==> src/rtl/sfci_regs.svh <==
// Constants of the serial frame integrity host controller
//==============================================================
// Overview of operation
// - With checking on, the last word carries the check value in its top 16 bits
// - Check value is CCITT 16-bit, polynomial 11021, preset ffff
// - Host zero-fills unused input words, check value in the last word
// - Input coverage: all words unless fixed frame with coverage bit clear
// - Output coverage: all words unless fixed frame with coverage bit clear
// - The Hamming byte is left out of the check calculation
// - Multi-write: check word ends host data; device check ends its data
// - Bytewise: XOR byte into top, eight shifts with conditional 1021 XOR
// - Host repeats a transfer whose check value disagrees
// - Command and status contents are always 16 bits
// - Hamming byte: five parity bits, two checksum bits, one zero
// - Hamming byte corrects single and detects double bit errors
// - Parity bits interleave among 24 data bits at fixed positions
// - With check and Hamming on, each word counts as its data bytes
`ifndef SFCI_REGS_SVH
`define SFCI_REGS_SVH
`define SFCI_CRC_INIT 16'hffff
`define SFCI_CRC_POLY 16'h1021
`define SFCI_MAX_WORDS 8
`define SFCI_SCLK_HALF 4
`define SFCI_MIN_HALF 4
`define SFCI_RETRIES 2
`define SFCI_MAX_RETRIES 15
`endif

==> src/rtl/sfci_pkg.sv <==
// Types shared by the frame integrity host controller
package sfci_pkg;
  //==============================================================
  // Word length selected by the device strap
  typedef enum logic [1:0] {
    SFCI_WL16 = 2'b00,
    SFCI_WL24 = 2'b01,
    SFCI_WL32 = 2'b10
  } sfci_wlen_e;

  // Frame sequencer states
  typedef enum logic [2:0] {
    ST_IDLE = 3'b000,
    ST_START = 3'b001,
    ST_LOAD = 3'b010,
    ST_RISE = 3'b011,
    ST_FALL = 3'b100,
    ST_WEND = 3'b101,
    ST_DRAIN = 3'b110,
    ST_CHECK = 3'b111
  } sfci_state_e;

  // Result of decoding one protected word
  typedef struct packed {
    logic [23:0] data;
    logic fixed;
    logic bad;
  } sfci_ham_s;
endpackage

==> src/rtl/sfci_crc_if.sv <==
// Link between the sequencer and one check-value engine
interface sfci_crc_if;
  logic init;
  logic load;
  logic [31:0] word;
  logic [2:0] nBytes;
  logic busy;
  logic [15:0] value;
  modport ctrl (output init, load, word, nBytes, input busy, value);
  modport engine (input init, load, word, nBytes, output busy, value);
endinterface

==> src/rtl/sfci_crc16.sv <==
// Bytewise CCITT check-value engine, one byte per clock
`include "sfci_regs.svh"
module sfci_crc16
  import sfci_pkg::*;
(
  input wire logic clk,
  input wire logic srst,
  sfci_crc_if.engine crc
);
  logic [15:0] remReg, remNext;
  logic [31:0] bufReg, bufNext;
  logic [2:0] cntReg, cntNext;

  //==============================================================
  // Byte step
  // byte then eight shifts
  function automatic logic [15:0] crcByte(input logic [15:0] rem, input logic [7:0] b);
    logic [15:0] r;
    r = rem ^ {b, 8'h00};
    for (int i = 0; i < 8; i++) begin
      r = r[15] ? ((r << 1) ^ `SFCI_CRC_POLY) : (r << 1);
    end
    return r;
  endfunction

  // Loaded word drains top byte first; load is only given while idle
  always_comb begin
    remNext = remReg;
    bufNext = bufReg;
    cntNext = cntReg;
    if (crc.init) begin
      remNext = `SFCI_CRC_INIT;
      cntNext = 3'h0;
    end else if (crc.load) begin
      bufNext = crc.word;
      cntNext = crc.nBytes;
    end else if (cntReg != 3'h0) begin
      remNext = crcByte(remReg, bufReg[31:24]);
      bufNext = {bufReg[23:0], 8'h00};
      cntNext = cntReg - 3'h1;
    end
  end

  always_ff @(posedge clk) begin
    if (srst) begin
      remReg <= `SFCI_CRC_INIT;
      bufReg <= 32'h00000000;
      cntReg <= 3'h0;
    end else begin
      remReg <= remNext;
      bufReg <= bufNext;
      cntReg <= cntNext;
    end
  end

  assign crc.busy = (cntReg != 3'h0);
  assign crc.value = remReg;
endmodule

==> src/rtl/sfci_host.sv <==
// Host-side frame controller with check word and Hamming protection
`include "sfci_regs.svh"
module sfci_host
  import sfci_pkg::*;
#(
  parameter int MAX_WORDS = `SFCI_MAX_WORDS,
  parameter int SCLK_HALF = `SFCI_SCLK_HALF,
  parameter int RETRIES = `SFCI_RETRIES,
  localparam int IW = $clog2(MAX_WORDS + 1),
  localparam int DW = $clog2(SCLK_HALF + 1)
)(
  input wire logic clk,
  input wire logic srst,
  input wire logic start,
  input wire logic [15:0] cmdWord,
  input wire logic [(MAX_WORDS-1)*16-1:0] txWords,
  input wire logic [IW-1:0] frameWords,
  input wire logic [IW-1:0] txActive,
  input wire logic [IW-1:0] rxActive,
  input wire logic multiWrite,
  input wire sfci_wlen_e wordLen,
  input wire logic hammingOn,
  input wire logic crcEn,
  input wire logic fixedFrame,
  input wire logic crcMode,
  output logic busy,
  output logic done,
  output logic crcError,
  output logic hamCorrected,
  output logic hamFailed,
  output logic failed,
  output logic [15:0] rxStatus,
  output logic [(MAX_WORDS-1)*24-1:0] rxData,
  output logic sclk,
  output logic csN,
  output logic din,
  input wire logic dout
);
  //==============================================================
  // Parameter checks
  if (SCLK_HALF < `SFCI_MIN_HALF || MAX_WORDS < 2 || RETRIES > `SFCI_MAX_RETRIES) begin : gBad
    $error("sfci_host: unsupported parameter values");
  end

  //==============================================================
  // Helper functions
  function automatic logic [5:0] wordBits(input sfci_wlen_e wl);
    case (wl)
      SFCI_WL32: return 6'h20;
      SFCI_WL24: return 6'h18;
      default: return 6'h10;
    endcase
  endfunction

  // codeword position of a data bit
  function automatic logic [4:0] hamPos(input int d);
    if (d <= 12) return 5'(29 - d);
    else if (d <= 19) return 5'(28 - d);
    else if (d <= 22) return 5'(27 - d);
    else return 5'h03;
  endfunction

  // XOR of covered positions gives all five parity bits at once
  function automatic logic [4:0] hamParity(input logic [23:0] d);
    logic [4:0] h;
    h = 5'h00;
    for (int i = 0; i < 24; i++) begin
      if (d[i]) h = h ^ hamPos(i);
    end
    return h;
  endfunction

  function automatic logic [7:0] hamEncode(input logic [23:0] d);
    logic [4:0] h;
    h = hamParity(d);
    return {h, ^d, ^h, 1'b0};
  endfunction

  function automatic sfci_ham_s hamDecode(input logic [23:0] d, input logic [7:0] hb);
    sfci_ham_s r;
    logic [4:0] synd;
    logic ovr;
    logic hit;
    r = '{data: d, fixed: 1'b0, bad: 1'b0};
    synd = hamParity(d) ^ hb[7:3];
    ovr = (^d) ^ (^hb[7:1]);
    hit = 1'b0;
    if (synd == 5'h00) begin
      r.fixed = ovr;
    end else if (!ovr) begin
      r.bad = 1'b1;
    end else begin
      for (int i = 0; i < 24; i++) begin
        if (hamPos(i) == synd) begin
          r.data[i] = ~d[i];
          hit = 1'b1;
        end
      end
      // A power-of-two syndrome points at a parity bit: data is intact
      r.fixed = hit || ($countones(synd) == 1);
      r.bad = !r.fixed;
    end
    return r;
  endfunction

  //==============================================================
  // State
  sfci_state_e stateReg, stateNext;
  sfci_wlen_e wlReg, wlNext;
  logic hamReg, hamNext, crcOnReg, crcOnNext, allReg, allNext;
  logic multiReg, multiNext, frameBadReg, frameBadNext;
  logic [IW-1:0] nWordsReg, nWordsNext, txActReg, txActNext;
  logic [IW-1:0] rxActReg, rxActNext, idxReg, idxNext;
  logic [15:0] cmdReg, cmdNext, rxCrcReg, rxCrcNext, rxStatusReg, rxStatusNext;
  logic [(MAX_WORDS-1)*16-1:0] txWordsReg, txWordsNext;
  logic [(MAX_WORDS-1)*24-1:0] rxDataReg, rxDataNext;
  logic [DW-1:0] divReg, divNext;
  logic [5:0] bitReg, bitNext;
  logic [31:0] txShiftReg, txShiftNext, rxShiftReg, rxShiftNext;
  logic [3:0] retryReg, retryNext;
  logic sclkReg, sclkNext, csNReg, csNNext, dinReg, dinNext;
  logic doneReg, doneNext, crcErrReg, crcErrNext, failReg, failNext;
  logic hamFixReg, hamFixNext, hamBadReg, hamBadNext;
  logic doutMeta, doutSync;
  logic [5:0] wb;
  logic [2:0] nBytes;
  logic [IW-1:0] lastIdx, rxCrcIdx;
  logic [15:0] raw16;
  logic [7:0] hb, rxHb;
  logic [31:0] txWord, aligned, rxWord;
  logic txCover, rxCover, mismatch;
  sfci_ham_s dec;

  sfci_crc_if txCrc();
  sfci_crc_if rxCrc();

  sfci_crc16 uTxCrc (.clk(clk), .srst(srst), .crc(txCrc));
  sfci_crc16 uRxCrc (.clk(clk), .srst(srst), .crc(rxCrc));

  // Device output is asynchronous to clk
  always_ff @(posedge clk) begin
    if (srst) begin
      doutMeta <= 1'b0;
      doutSync <= 1'b0;
    end else begin
      doutMeta <= dout;
      doutSync <= doutMeta;
    end
  end

  //==============================================================
  // Word geometry
  assign wb = wordBits(wlReg);
  assign nBytes = hamReg ? 3'(wb[5:3] - 3'h1) : wb[5:3];
  assign lastIdx = IW'(nWordsReg - 1'b1);
  // device check word follows its data
  assign rxCrcIdx = multiReg ? rxActReg : lastIdx;

  // Outgoing word, left aligned
  always_comb begin
    raw16 = 16'h0000;
    if (idxReg == '0) raw16 = cmdReg;
    else if (idxReg < txActReg) raw16 = txWordsReg[(int'(idxReg) - 1)*16 +: 16];
    if (crcOnReg && idxReg == lastIdx) raw16 = txCrc.value;
    hb = hamEncode({raw16, 8'h00});
    if (!hamReg) txWord = {raw16, 16'h0000};
    else if (wlReg == SFCI_WL32) txWord = {raw16, 8'h00, hb};
    else txWord = {raw16, hb, 8'h00};
    txCover = crcOnReg && (idxReg != lastIdx) && (allReg || idxReg < txActReg);
  end

  // Incoming word, aligned and repaired
  always_comb begin
    aligned = rxShiftReg << (6'h20 - wb);
    rxHb = (wlReg == SFCI_WL32) ? aligned[7:0] : aligned[15:8];
    if (hamReg) dec = hamDecode((wlReg == SFCI_WL32) ? aligned[31:8] :
                                {aligned[31:16], 8'h00}, rxHb);
    else dec = '{data: aligned[31:8], fixed: 1'b0, bad: 1'b0};
    // only data bytes reach the engine
    if (!hamReg) rxWord = aligned;
    else if (wlReg == SFCI_WL32) rxWord = {dec.data, rxHb};
    else rxWord = {dec.data[23:8], rxHb, 8'h00};
    rxCover = crcOnReg && (idxReg < rxCrcIdx) && (allReg || idxReg < rxActReg);
    mismatch = crcOnReg && (rxCrcReg != rxCrc.value);
  end

  // Engine controls
  assign txCrc.init = (stateReg == ST_START);
  assign txCrc.load = (stateReg == ST_LOAD) && txCover;
  assign txCrc.word = txWord;
  assign txCrc.nBytes = nBytes;
  assign rxCrc.init = (stateReg == ST_START);
  assign rxCrc.load = (stateReg == ST_WEND) && rxCover;
  assign rxCrc.word = rxWord;
  assign rxCrc.nBytes = nBytes;

  //==============================================================
  // Frame sequencer: SCLK idles low, DIN moves on rise, DOUT taken on fall
  always_comb begin
    stateNext = stateReg;
    wlNext = wlReg;
    hamNext = hamReg;
    crcOnNext = crcOnReg;
    allNext = allReg;
    multiNext = multiReg;
    frameBadNext = frameBadReg;
    nWordsNext = nWordsReg;
    txActNext = txActReg;
    rxActNext = rxActReg;
    idxNext = idxReg;
    cmdNext = cmdReg;
    rxCrcNext = rxCrcReg;
    rxStatusNext = rxStatusReg;
    txWordsNext = txWordsReg;
    rxDataNext = rxDataReg;
    divNext = divReg;
    bitNext = bitReg;
    txShiftNext = txShiftReg;
    rxShiftNext = rxShiftReg;
    retryNext = retryReg;
    sclkNext = sclkReg;
    csNNext = csNReg;
    dinNext = dinReg;
    failNext = failReg;
    doneNext = 1'b0;
    crcErrNext = 1'b0;
    hamFixNext = 1'b0;
    hamBadNext = 1'b0;
    case (stateReg)
      ST_IDLE: begin
        if (start) begin
          wlNext = wordLen;
          hamNext = hammingOn && (wordLen != SFCI_WL16);
          crcOnNext = crcEn;
          allNext = !(fixedFrame && !crcMode);
          multiNext = multiWrite;
          nWordsNext = IW'(frameWords + IW'(crcEn));
          txActNext = txActive;
          rxActNext = rxActive;
          cmdNext = cmdWord;
          txWordsNext = txWords;
          retryNext = 4'h0;
          divNext = DW'(SCLK_HALF - 1);
          stateNext = ST_START;
        end
      end
      ST_START: begin
        csNNext = 1'b0;
        idxNext = '0;
        frameBadNext = 1'b0;
        if (divReg == '0) stateNext = ST_LOAD;
        else divNext = DW'(divReg - 1'b1);
      end
      ST_LOAD: begin
        txShiftNext = txWord;
        bitNext = 6'h00;
        divNext = DW'(SCLK_HALF - 1);
        stateNext = ST_RISE;
      end
      ST_RISE: begin
        if (divReg == '0) begin
          sclkNext = 1'b1;
          dinNext = txShiftReg[31];
          txShiftNext = {txShiftReg[30:0], 1'b0};
          divNext = DW'(SCLK_HALF - 1);
          stateNext = ST_FALL;
        end else begin
          divNext = DW'(divReg - 1'b1);
        end
      end
      ST_FALL: begin
        if (divReg == '0) begin
          sclkNext = 1'b0;
          rxShiftNext = {rxShiftReg[30:0], doutSync};
          bitNext = bitReg + 6'h01;
          divNext = DW'(SCLK_HALF - 1);
          stateNext = (bitReg == 6'(wb - 6'h01)) ? ST_WEND : ST_RISE;
        end else begin
          divNext = DW'(divReg - 1'b1);
        end
      end
      ST_WEND: begin
        if (idxReg == '0) rxStatusNext = dec.data[23:8];
        else if (crcOnReg && idxReg == rxCrcIdx) rxCrcNext = dec.data[23:8];
        else rxDataNext[(int'(idxReg) - 1)*24 +: 24] = dec.data;
        hamFixNext = dec.fixed;
        hamBadNext = dec.bad;
        if (dec.bad) frameBadNext = 1'b1;
        if (idxReg == lastIdx) begin
          stateNext = ST_DRAIN;
        end else begin
          idxNext = idxReg + 1'b1;
          stateNext = ST_LOAD;
        end
      end
      ST_DRAIN: begin
        // Last received bytes must be digested before comparing
        if (!txCrc.busy && !rxCrc.busy) begin
          csNNext = 1'b1;
          divNext = DW'(SCLK_HALF - 1);
          stateNext = ST_CHECK;
        end
      end
      ST_CHECK: begin
        if (divReg != '0) begin
          divNext = DW'(divReg - 1'b1);
        end else begin
          crcErrNext = mismatch;
          if ((mismatch || frameBadReg) && retryReg < 4'(RETRIES)) begin
            retryNext = retryReg + 4'h1;
            divNext = DW'(SCLK_HALF - 1);
            stateNext = ST_START;
          end else begin
            doneNext = 1'b1;
            failNext = mismatch || frameBadReg;
            stateNext = ST_IDLE;
          end
        end
      end
      default: stateNext = ST_IDLE;
    endcase
  end

  always_ff @(posedge clk) begin
    if (srst) begin
      stateReg <= ST_IDLE;
      wlReg <= SFCI_WL16;
      hamReg <= 1'b0;
      crcOnReg <= 1'b0;
      allReg <= 1'b1;
      multiReg <= 1'b0;
      frameBadReg <= 1'b0;
      nWordsReg <= '0;
      txActReg <= '0;
      rxActReg <= '0;
      idxReg <= '0;
      cmdReg <= 16'h0000;
      rxCrcReg <= 16'h0000;
      rxStatusReg <= 16'h0000;
      txWordsReg <= '0;
      rxDataReg <= '0;
      divReg <= '0;
      bitReg <= 6'h00;
      txShiftReg <= 32'h00000000;
      rxShiftReg <= 32'h00000000;
      retryReg <= 4'h0;
      sclkReg <= 1'b0;
      csNReg <= 1'b1;
      dinReg <= 1'b0;
      doneReg <= 1'b0;
      crcErrReg <= 1'b0;
      failReg <= 1'b0;
      hamFixReg <= 1'b0;
      hamBadReg <= 1'b0;
    end else begin
      stateReg <= stateNext;
      wlReg <= wlNext;
      hamReg <= hamNext;
      crcOnReg <= crcOnNext;
      allReg <= allNext;
      multiReg <= multiNext;
      frameBadReg <= frameBadNext;
      nWordsReg <= nWordsNext;
      txActReg <= txActNext;
      rxActReg <= rxActNext;
      idxReg <= idxNext;
      cmdReg <= cmdNext;
      rxCrcReg <= rxCrcNext;
      rxStatusReg <= rxStatusNext;
      txWordsReg <= txWordsNext;
      rxDataReg <= rxDataNext;
      divReg <= divNext;
      bitReg <= bitNext;
      txShiftReg <= txShiftNext;
      rxShiftReg <= rxShiftNext;
      retryReg <= retryNext;
      sclkReg <= sclkNext;
      csNReg <= csNNext;
      dinReg <= dinNext;
      doneReg <= doneNext;
      crcErrReg <= crcErrNext;
      failReg <= failNext;
      hamFixReg <= hamFixNext;
      hamBadReg <= hamBadNext;
    end
  end

  // Outputs
  assign busy = (stateReg != ST_IDLE);
  assign done = doneReg;
  assign crcError = crcErrReg;
  assign hamCorrected = hamFixReg;
  assign hamFailed = hamBadReg;
  assign failed = failReg;
  assign rxStatus = rxStatusReg;
  assign rxData = rxDataReg;
  assign sclk = sclkReg;
  assign csN = csNReg;
  assign din = dinReg;
endmodule

==> config.mk <==
export PLATFORM = sky130hd
export DESIGN_NAME = sfci_host
export DESIGN_NICKNAME = d
export VERILOG_FILES = /design/src/rtl/sfci_pkg.sv /design/src/rtl/sfci_crc_if.sv /design/src/rtl/sfci_crc16.sv /design/src/rtl/sfci_host.sv
export VERILOG_INCLUDE_DIRS = /design/src /design/src/rtl
export SDC_FILE = /design/constraint.sdc
export NUM_CORES = 1
export LEC_CHECK = 0
export ABC_AREA = 1
export BUFFER_PORTS_ARGS = -buffer_cell sky130_fd_sc_hd__buf_2
export CORE_MARGIN = 5
export CORE_UTILIZATION = 32
export CTS_CLUSTER_DIAMETER = 120
export DETAILED_ROUTE_END_ITERATION = 12
export GPL_ROUTABILITY_DRIVEN = 0
export PLACE_DENSITY = 0.51
export SETUP_SLACK_MARGIN = 0.5
export SLEW_MARGIN = 20
export SYNTH_ARGS = -nofsm -noshare
export SYNTH_HDL_FRONTEND = slang
export SYNTH_SLANG_ARGS = --single-unit
==> constraint.sdc <==
create_clock -name clk -period 12 [get_ports clk]
set_input_delay 0 -clock clk [delete_from_list [all_inputs] [get_ports clk]]
set_output_delay 0 -clock clk [all_outputs]
set_load 0.05 [all_outputs]
* Yosys cells after proc, flatten, opt, wreduce, memory -nomap -nowiden *
Index checks and enable logic that the tools add are counted.

cells by class
  $add $sub $neg = 17
  multipliers = 1
  divide/modulo/power cells = 0
  order comparisons = 4
  equal/unequal tests = 50
  shifts and indexed selects = 4
  muxes and demuxes = 326
  bitwise logic cells = 92
  reductions and logical operators = 69

operators with widths
  operator                                                 count
  2-to-1 mux 5 bit                                         197
  2-to-1 mux 13 bit                                        16
  XOR 5 bit                                                39
  2-to-1 mux 32 bit                                        6
  bitwise mux 168 bit                                      1
  variable shift 24 x 33 -> 168 bit, first input constant  1
  indexed part select 24 x 33 -> 168 bit                   1
  equality test 5 bit                                      24
  indexed part select 112 x 9 -> 16 bit                    1
  2-to-1 mux 16 bit                                        6
  one-hot mux 32 bit (2 select lines)                      1
  2-to-1 mux 1 bit                                         60
  2-to-1 mux 3 bit                                         19
  NOT 3 bit                                                16
  XOR reduction 24 bit                                     2
  NOT 1 bit                                                34
  negator 11 -> 33 bit                                     1
  left shift 32 x 6 -> 32 bit                              1
  XOR 16 bit                                               2
  2-to-1 mux 26 bit                                        1
  AND reduction 2 bit                                      13
  2-to-1 mux 25 bit                                        1
  2-to-1 mux 24 bit                                        1
  one-hot mux 3 bit (8 select lines)                       1
  other kinds (52)                                         118

storage, ports and cells
  bits in registers = 543
  latch bits = 0
  bits in writable memories = 0
  bits in read-only memories = 0
  word-level logic and storage cells = 600
  memories kept = 0

* Depth between registers and ports, before layout *
Gate-level depths: netlist (run 1).

  depth after elaboration = 116
  depth in mapped cells = 37

* Hierarchy *
Synthesis (run 1) repeated with hierarchy kept, for this count alone.

unflattened totals
  cell total of the unflattened synthesis = 4620
  area total of the unflattened synthesis = 30051.3 sq um

modules (own cells, without submodules)
  module               times used  cells an instance  area an instance (sq um)  sequential area each (sq um)
  sfci_host            1           3881               24791.3                   8808.4
  sfci_crc16 (uRxCrc)  1           369                2717.6                    1021.0
  sfci_crc16 (uTxCrc)  1           370                2542.4                    1021.0

* Worst setup path after synthesis (run 1) *
OpenSTA, ideal clock, no wires.

  kind = register to register
  start = register idxReg[0]
  end = register rxDataReg[19] (netlist: rxData[19])
  data arrival time = 6.321 ns
  path slack = 5.561 ns
  stages on the path, launching flop included = 34
  buffers on the path = 8
  cell sequence = dfxtp_1 buf_2 inv_1 clkbuf_1 buf_2 clkbuf_1 ha_1 inv_1 buf_2 buf_2 buf_1 ha_1 ha_1 a21o_1 a21oi_1 nor2_1 xnor2_1 nand2_1 ha_1 nor4_1 nand2_1 nor2_1 nand3_1 nor2_2 nand2_1 nor2_1 nand2_1 o21ai_1 nand2_1 inv_2 buf_2 o31ai_1 nor2_1 nor2_1

on the way
  longest elaborated chain between the ends = 5
  elaborated cells on any way between the ends = 12
  classes of those cells = 2 x add/sub; 1 x mul; 1 x eq/ne; 2 x shift; 1 x mux; 2 x bitwise; 3 x reduce/logical

RTL lines
  element                                                                                      RTL line          RTL
  start, declared                                                                              sfci_host.sv:113  logic [IW-1:0] rxActReg, rxActNext, idxReg, idxNext;
  start signal, assigned                                                                       sfci_host.sv:366  idxReg <= idxNext;
  subtractor 4 x 1 -> 5 bit                                                                    sfci_host.sv:285  else rxDataNext[(int'(idxReg) - 1)*24 +: 24] = dec.data;
  multiplier 5 x 3 -> 8 bit                                                                    sfci_host.sv:285
  negator 11 -> 33 bit                                                                         sfci_host.sv:285
  indexed part select 24 x 33 -> 168 bit or variable shift 24 x 33 -> 168 bit (tied branches)  sfci_host.sv:285
  bitwise mux 168 bit                                                                          sfci_host.sv:285
  end signal, assigned                                                                         sfci_host.sv:371  rxDataReg <= rxDataNext;
  end, declared                                                                                sfci_host.sv:116  logic [(MAX_WORDS-1)*24-1:0] rxDataReg, rxDataNext;

Several ways; a longest one is shown, not always the timed one.
A chain may end at the register's enable or synchronous reset.

* Worst setup path after layout (run 1) *
  start = register idxReg[1]
  end = register rxDataReg[118] (netlist: rxData[118])

Same word-level chain as after synthesis.

==> results of run 1 <==
==> critical path: cells and delay by family, from the launching register on <==
kind / cells / cell delay [ns]
simple gates: 14 / 2.89
fa+ha+maj: 5 / 1.76
buf+inv: 7 / 1.29
flops: 1 / 0.49
compound gates: 2 / 0.44
==> cells by family (layout without fill, tap and decap cells) <==
| kind of cell | after synthesis | after routing |
|---|---|---|
| AND/OR/NAND/NOR | 2123 | 2123 |
| AO/OA/AOI/OAI | 1054 | 1054 |
| buffers and inverters | 656 | 1059 |
| flip-flops | 540 | 540 |
| XOR/XNOR | 89 | 89 |
| adder cells (fa/ha/maj) | 47 | 47 |
| other | 0 | 2 |
==> report_power, final <==
part	switching, mW	internal, mW	total, mW	leakage (nW)
logic	2.59	0.997	3.59	10.9
clock network	0.865	1.22	2.09	1.10
registers	0.155	2.05	2.20	4.39
total	3.61	4.27	7.88	16.4
==> worst min-delay path by stage <==
stage	start	end	depth (start not counted)
finish	start	retryReg[3]	6
global route	txWords[91]	txWordsReg[91]	4
CTS	start	retryReg[3]	6
detailed placement	dout	doutMeta	3
global placement	dout	doutMeta	3
floorplan	dout	doutMeta	2
==> cell type report <==
| cell class | count | area, µm² |
|---|---|---|
| fillers | 9753 | 55800 |
| multi-input cells | 3313 | 16200 |
| flip-flops and latches | 540 | 10800 |
| repair buffers | 526 | 3470 |
| clock buffers | 96 | 1940 |
| inverters | 414 | 1570 |
| well taps | 1186 | 1480 |
| clock inverters | 23 | 313 |
| diodes | 2 | 5.00 |
==> cell usage after synthesis, drive strengths merged, types with 3 or more instances <==
cell type and instances:
a21boi 3, a21o 3, a21oi 395, a31oi 9, buf 69, clkbuf 173, clkinv 5, dfxtp 540
ha 45, inv 409, nand2 1201, nand3 271, nand3b 4, nand4 37, nor2 546, nor3 41
nor3b 4, nor4 9, o2111ai 4, o211ai 101, o21ai 477, o21bai 34, o221ai 5, o22ai 4
o31ai 5, or2 6, xnor2 42, xor2 47
==> sequential cells by signal, summed over array words and instances, names as in the netlist, 2 cells and up <==
name / flops
bitReg: 6
cmdReg: 16
divReg: 3
idxReg: 4
nWordsReg: 4
retryReg: 4
rxActReg: 4
rxCrcReg: 16
rxData: 168
rxShiftReg: 32
rxStatus: 16
stateReg: 3
txActReg: 4
txShiftReg: 31
txWordsReg: 112
uRxCrc.bufReg: 32
uRxCrc.cntReg: 3
uRxCrc.crc.value: 16
uTxCrc.bufReg: 30
uTxCrc.cntReg: 3
uTxCrc.crc.value: 16
wlReg: 2
==> routing by layer <==
metal	up-vias	wire [µm]	GRT usage, %
met4	0	3780	7.54
met3	191	9910	5.07
met5	-	0	0
met1	14700	56300	33.9
li1	15400	-	-
met2	1135	55600	38.4
==> results.yml, run 1 <==
worst_setup_path:
  cp-start-kind: "flip-flop"
  worstRegToRegCells: 28
  r2r_setup_slack_ns: 5.01
  cp-end-kind: "flip-flop"
  r2r_end: "rxData[118]"
  cp.required_ns: 12.51
  cpMostUsedCell: "inv_1"
  crit_fanout: 23
  slowest_stage: "nor2_1"
  critical_path_arrival_ns: 7.50
  crit_end: "rxData[118]"
  critPathKind: "reg2reg"
  crit_path_max_incr_delay_ns: 0.76
  reg2reg_from: "idxReg[1]"
  crit_start: "idxReg[1]"
power_and_ir_drop:
  power_leakage_nw: 16.4
  total_power_mw: 7.88
  ir_drop_uv: 157
  power-per-cell-area_nw_per_um2: 220
synth:
  synth_edf_count: 0
  synthFlopType: "dfxtp_1"
  netlist_area_um2: 29500
  synth_compound_area_share_pct: 19.7
  synth_area_leader_cell: "dfxtp_1"
  muxShareOfSynthArea_pct: 0
  syn_area_per_cell_um2: 6.54
  ys_ff_latch: 540
  yosysSeqAreaShare_pct: 36.7
  synth_simple_gate_area_share_pct: 30.1
  synth_top_family_by_area: "simple AND/OR/NAND/NOR gates"
  synthesis.nets: 4707
  syn_inst: 4509
  async_flop_share_pct: 0
  synth.top_cell.area_share_pct: 36.7
  synth_fa_ha_area_share_pct: 2.04
  synth.distinct_cells: 64
  synthTopCellsByArea: "dfxtp_1 (37%), nand2_1 (15%), o21ai_0 (7.6%), a21oi_1 (6.6%), nor2_1 (6.6%)"
  yosysWarnings: 0
  synth-xor-area-share_pct: 2.67
placed_design:
  detailed_place.area_um2: 32000
  dp_hpwl_um: 92900
  post-place-cells: 5828
  dpl_worst_slack_ns: 4.69
  portBuffers: 343
cts:
  post_cts.repair.setup_buffers: 0
  cts-htree-levels: 3
  holdBufCountCts: 151
  cts_buffers: 67
  tritoncts: "done"
  root_buffer: "clkbuf_16"
  cts_sinks: 540
  post_cts_resized: 0
  clock_path_buffers: 3
  clkTransAtPathRegs_ns: 0.06
  clock_latency_ns: 0.64
sta:
  period_share_pct: 58.2
  worst_clock_skew_ns: 0.0367
  fin_crit_ns: 6.99
  setup_violations: 0
  rsz0062_at_grt: "false"
  finalHoldViolations: 0
  worstMarginPinSlew_ns: 1.08
  drv_slew: 0
  timing.slew.headroom_pct: 28.1
  tns_ns: 0
  whs_ns: 0.0649
  setup_slack_ns: 5.01
  max_freq_ghz: 0.143
floorplanning:
  die_h_um: 314
  io_pins: 344
  start_util_pct: 32.2
  die_w_um: 314
  row_count: 111
  die-area_um2: 98300
  coreArea_um2: 91500
routing:
  vias: 31500
  routed_via_density: 5.16
  drt_iter0_markers: 3214
  detail_route.drc_violations: 0
  wl_per_cell_um: 20.6
  wl_um: 126000
  postRouteAntennaNets: 0
  drtPass1Iterations: 6
final_layout:
  num-nets-final: 5060
  fin_util_pct: 39.1
  syn_to_final_growth_pct: 21.2
  layout_commonest_cell: "nand2_1"
  final_cell_mix: "nand2_1 (1,153), dfxtp_1 (539), nor2_1 (512)"
  stdcell_count: 6100
  drive_above_1_share_pct: 13.1
  final_cell_area_um2: 35800
job:
  maxCapViolations: 0
grt:
  antenna_found_initial: 6
  grt_pass1_vias: 29000
  grt_pass1_wl_um: 186000
  grt_max_degree: 105
  grt_use_total_pct: 24.4
  grt_overflow: 0
status:
  status: "complete, no violations"
hold_path:
  hp-class: "in2reg"
Power figures use the tool's default switching activity.
==> inputs of run 2 (changes only) <==
clock period = 6.5 ns   (was 12 ns; I/O delays follow)
==> results.yml, run 2 (synthesis gave the netlist of run 1 again) <==
status:
  status: "complete, no violations"
hold_path:
  hp-class: "in2reg"
worst_setup_path:
  cp-end-kind: "flip-flop"
  r2r_setup_slack_ns: 0.91
  crit_start: "idxReg[0]"
  crit_fanout: 22
  crit_path_max_incr_delay_ns: 0.35
  reg2reg_from: "idxReg[0]"
  worstRegToRegCells: 29
  slowest_stage: "ha_1"
  cp-start-kind: "flip-flop"
  cp.required_ns: 7.07
  critical_path_arrival_ns: 6.16
  r2r_end: "rxData[57]"
  crit_end: "rxData[57]"
  critPathKind: "reg2reg"
placed_design:
  post-place-cells: 5856
  portBuffers: 343
  detailed_place.area_um2: 32200
  dp_hpwl_um: 93000
floorplanning:
  io_pins: 344
  die-area_um2: 98300
  start_util_pct: 32.2
  die_w_um: 314
  row_count: 111
  die_h_um: 314
  coreArea_um2: 91500
final_layout:
  num-nets-final: 5087
  layout_commonest_cell: "nand2_1"
  largest_register_ffs: 168
  multi_input_area_um2: 16200
  final_cell_area_um2: 35900
  ff_latch_area_um2: 10800
  final_cell_mix: "nand2_1 (1,151), dfxtp_1 (539), nor2_1 (508)"
  stdcell_count: 6128
  fill_cells: 9804
  syn_to_final_growth_pct: 21.7
  drive_above_1_share_pct: 13.7
sta:
  period_share_pct: 86.0
  tns_ns: 0
  drv_slew: 0
  worst_clock_skew_ns: 0.0295
  finalHoldViolations: 0
  setup_violations: 0
  timing.slew.headroom_pct: 23.1
  worstMarginPinSlew_ns: 1.15
  fin_crit_ns: 5.59
  max_freq_ghz: 0.179
  rsz0062_at_grt: "false"
routing:
  wl_um: 125000
  routed_via_density: 5.12
  postRouteAntennaNets: 0
  drt_iter0_markers: 2801
  wl_per_cell_um: 20.3
  vias: 31400
  drtPass1Iterations: 8
  detail_route.drc_violations: 0
job:
  maxCapViolations: 0
cts:
  cts_buffers: 61
  root_buffer: "clkbuf_16"
  cts-htree-levels: 2
  tritoncts: "done"
  cts_sinks: 540
  clock_path_buffers: 3
  clkTransAtPathRegs_ns: 0.06
  clock_latency_ns: 0.68
grt:
  grt_overflow: 0
  grt_max_degree: 166
  grt_pass1_vias: 29100
  antenna_found_initial: 6
  grt_use_total_pct: 24.1
  grt_pass1_wl_um: 185000
power_and_ir_drop:
  power_leakage_nw: 16.5
  ir_drop_uv: 329
  power-per-cell-area_nw_per_um2: 399
-- run 2: worst min-delay path by stage --
stage / start / endpoint / slack [ns] / cells past startpoint
after floorplan: dout / doutMeta / 0.11 / 2
after global placement: dout / doutMeta / 0.22 / 3
after detailed placement: dout / doutMeta / 0.21 / 3
after CTS: start / retryReg[3] / 0.04 / 6
after global routing: txWords[74] / txWordsReg[74] / 0.08 / 4
final: start / retryReg[3] / 0.03 / 6
-- run 2: area by class of cell --
cell class	count	area share (%)
Antenna cell	5	0.0349
Clock buffer	88	4.84
Clock inverter	23	0.955
Inverter	414	4.38
Multi-Input combinational cell	3313	45.1
Sequential cell	540	30.1
Tap cell	1186	4.13
Timing Repair Buffer	559	10.4
-- run 2: where the power goes --
group          total (mW)  switching (mW)  internal, mW
logic                6.63            4.76          1.87
clock network        3.62            1.52          2.10
registers            4.06           0.283          3.78
total                14.3            6.56          7.75
-- run 2: through the flow --
step	hold WS, ns	power (mW)	utilization (%)	worst slack [ns]
after floorplan	0.107	8.81	-	0.554
after CTS	0.0381	14.3	39.1	0.657
after global routing	0.0835	15.3	39.2	0.521
final	0.0327	14.3	39.2	0.909
after detailed placement	0.213	10.5	35.2	0.506
after global placement	0.216	10.5	35.1	0.629
-- run 2: metal layers --
layer	vias to the layer above	GRT usage (%)	routed length [µm]
met1	14600	32.8	55100
met4	0	7.38	4100
met3	202	5.66	10300
li1	15500	-	-
met5	-	0	0
met2	1093	38.1	55100
-- run 2: what timing repair did --
action                                  4_1_cts  5_1_grt
hold endpoints to repair                    223        0
hold buffers                                151        0
endpoints found under the setup margin        9       75
buffers inserted                              0        5
pin swaps                                     0        1
gates resized for setup                       1       15
-- run 2: critical path, delay by kind of cell (launching register included) --
| family | cells | cell delay, ns |
|---|---|---|
| adder cells (fa/ha/maj) | 4 | 1.18 |
| flip-flops | 1 | 0.32 |
| XOR/XNOR | 1 | 0.20 |
| AO/OA/AOI/OAI | 4 | 0.83 |
| buffers and inverters | 8 | 1.16 |
| AND/OR/NAND/NOR | 12 | 1.78 |
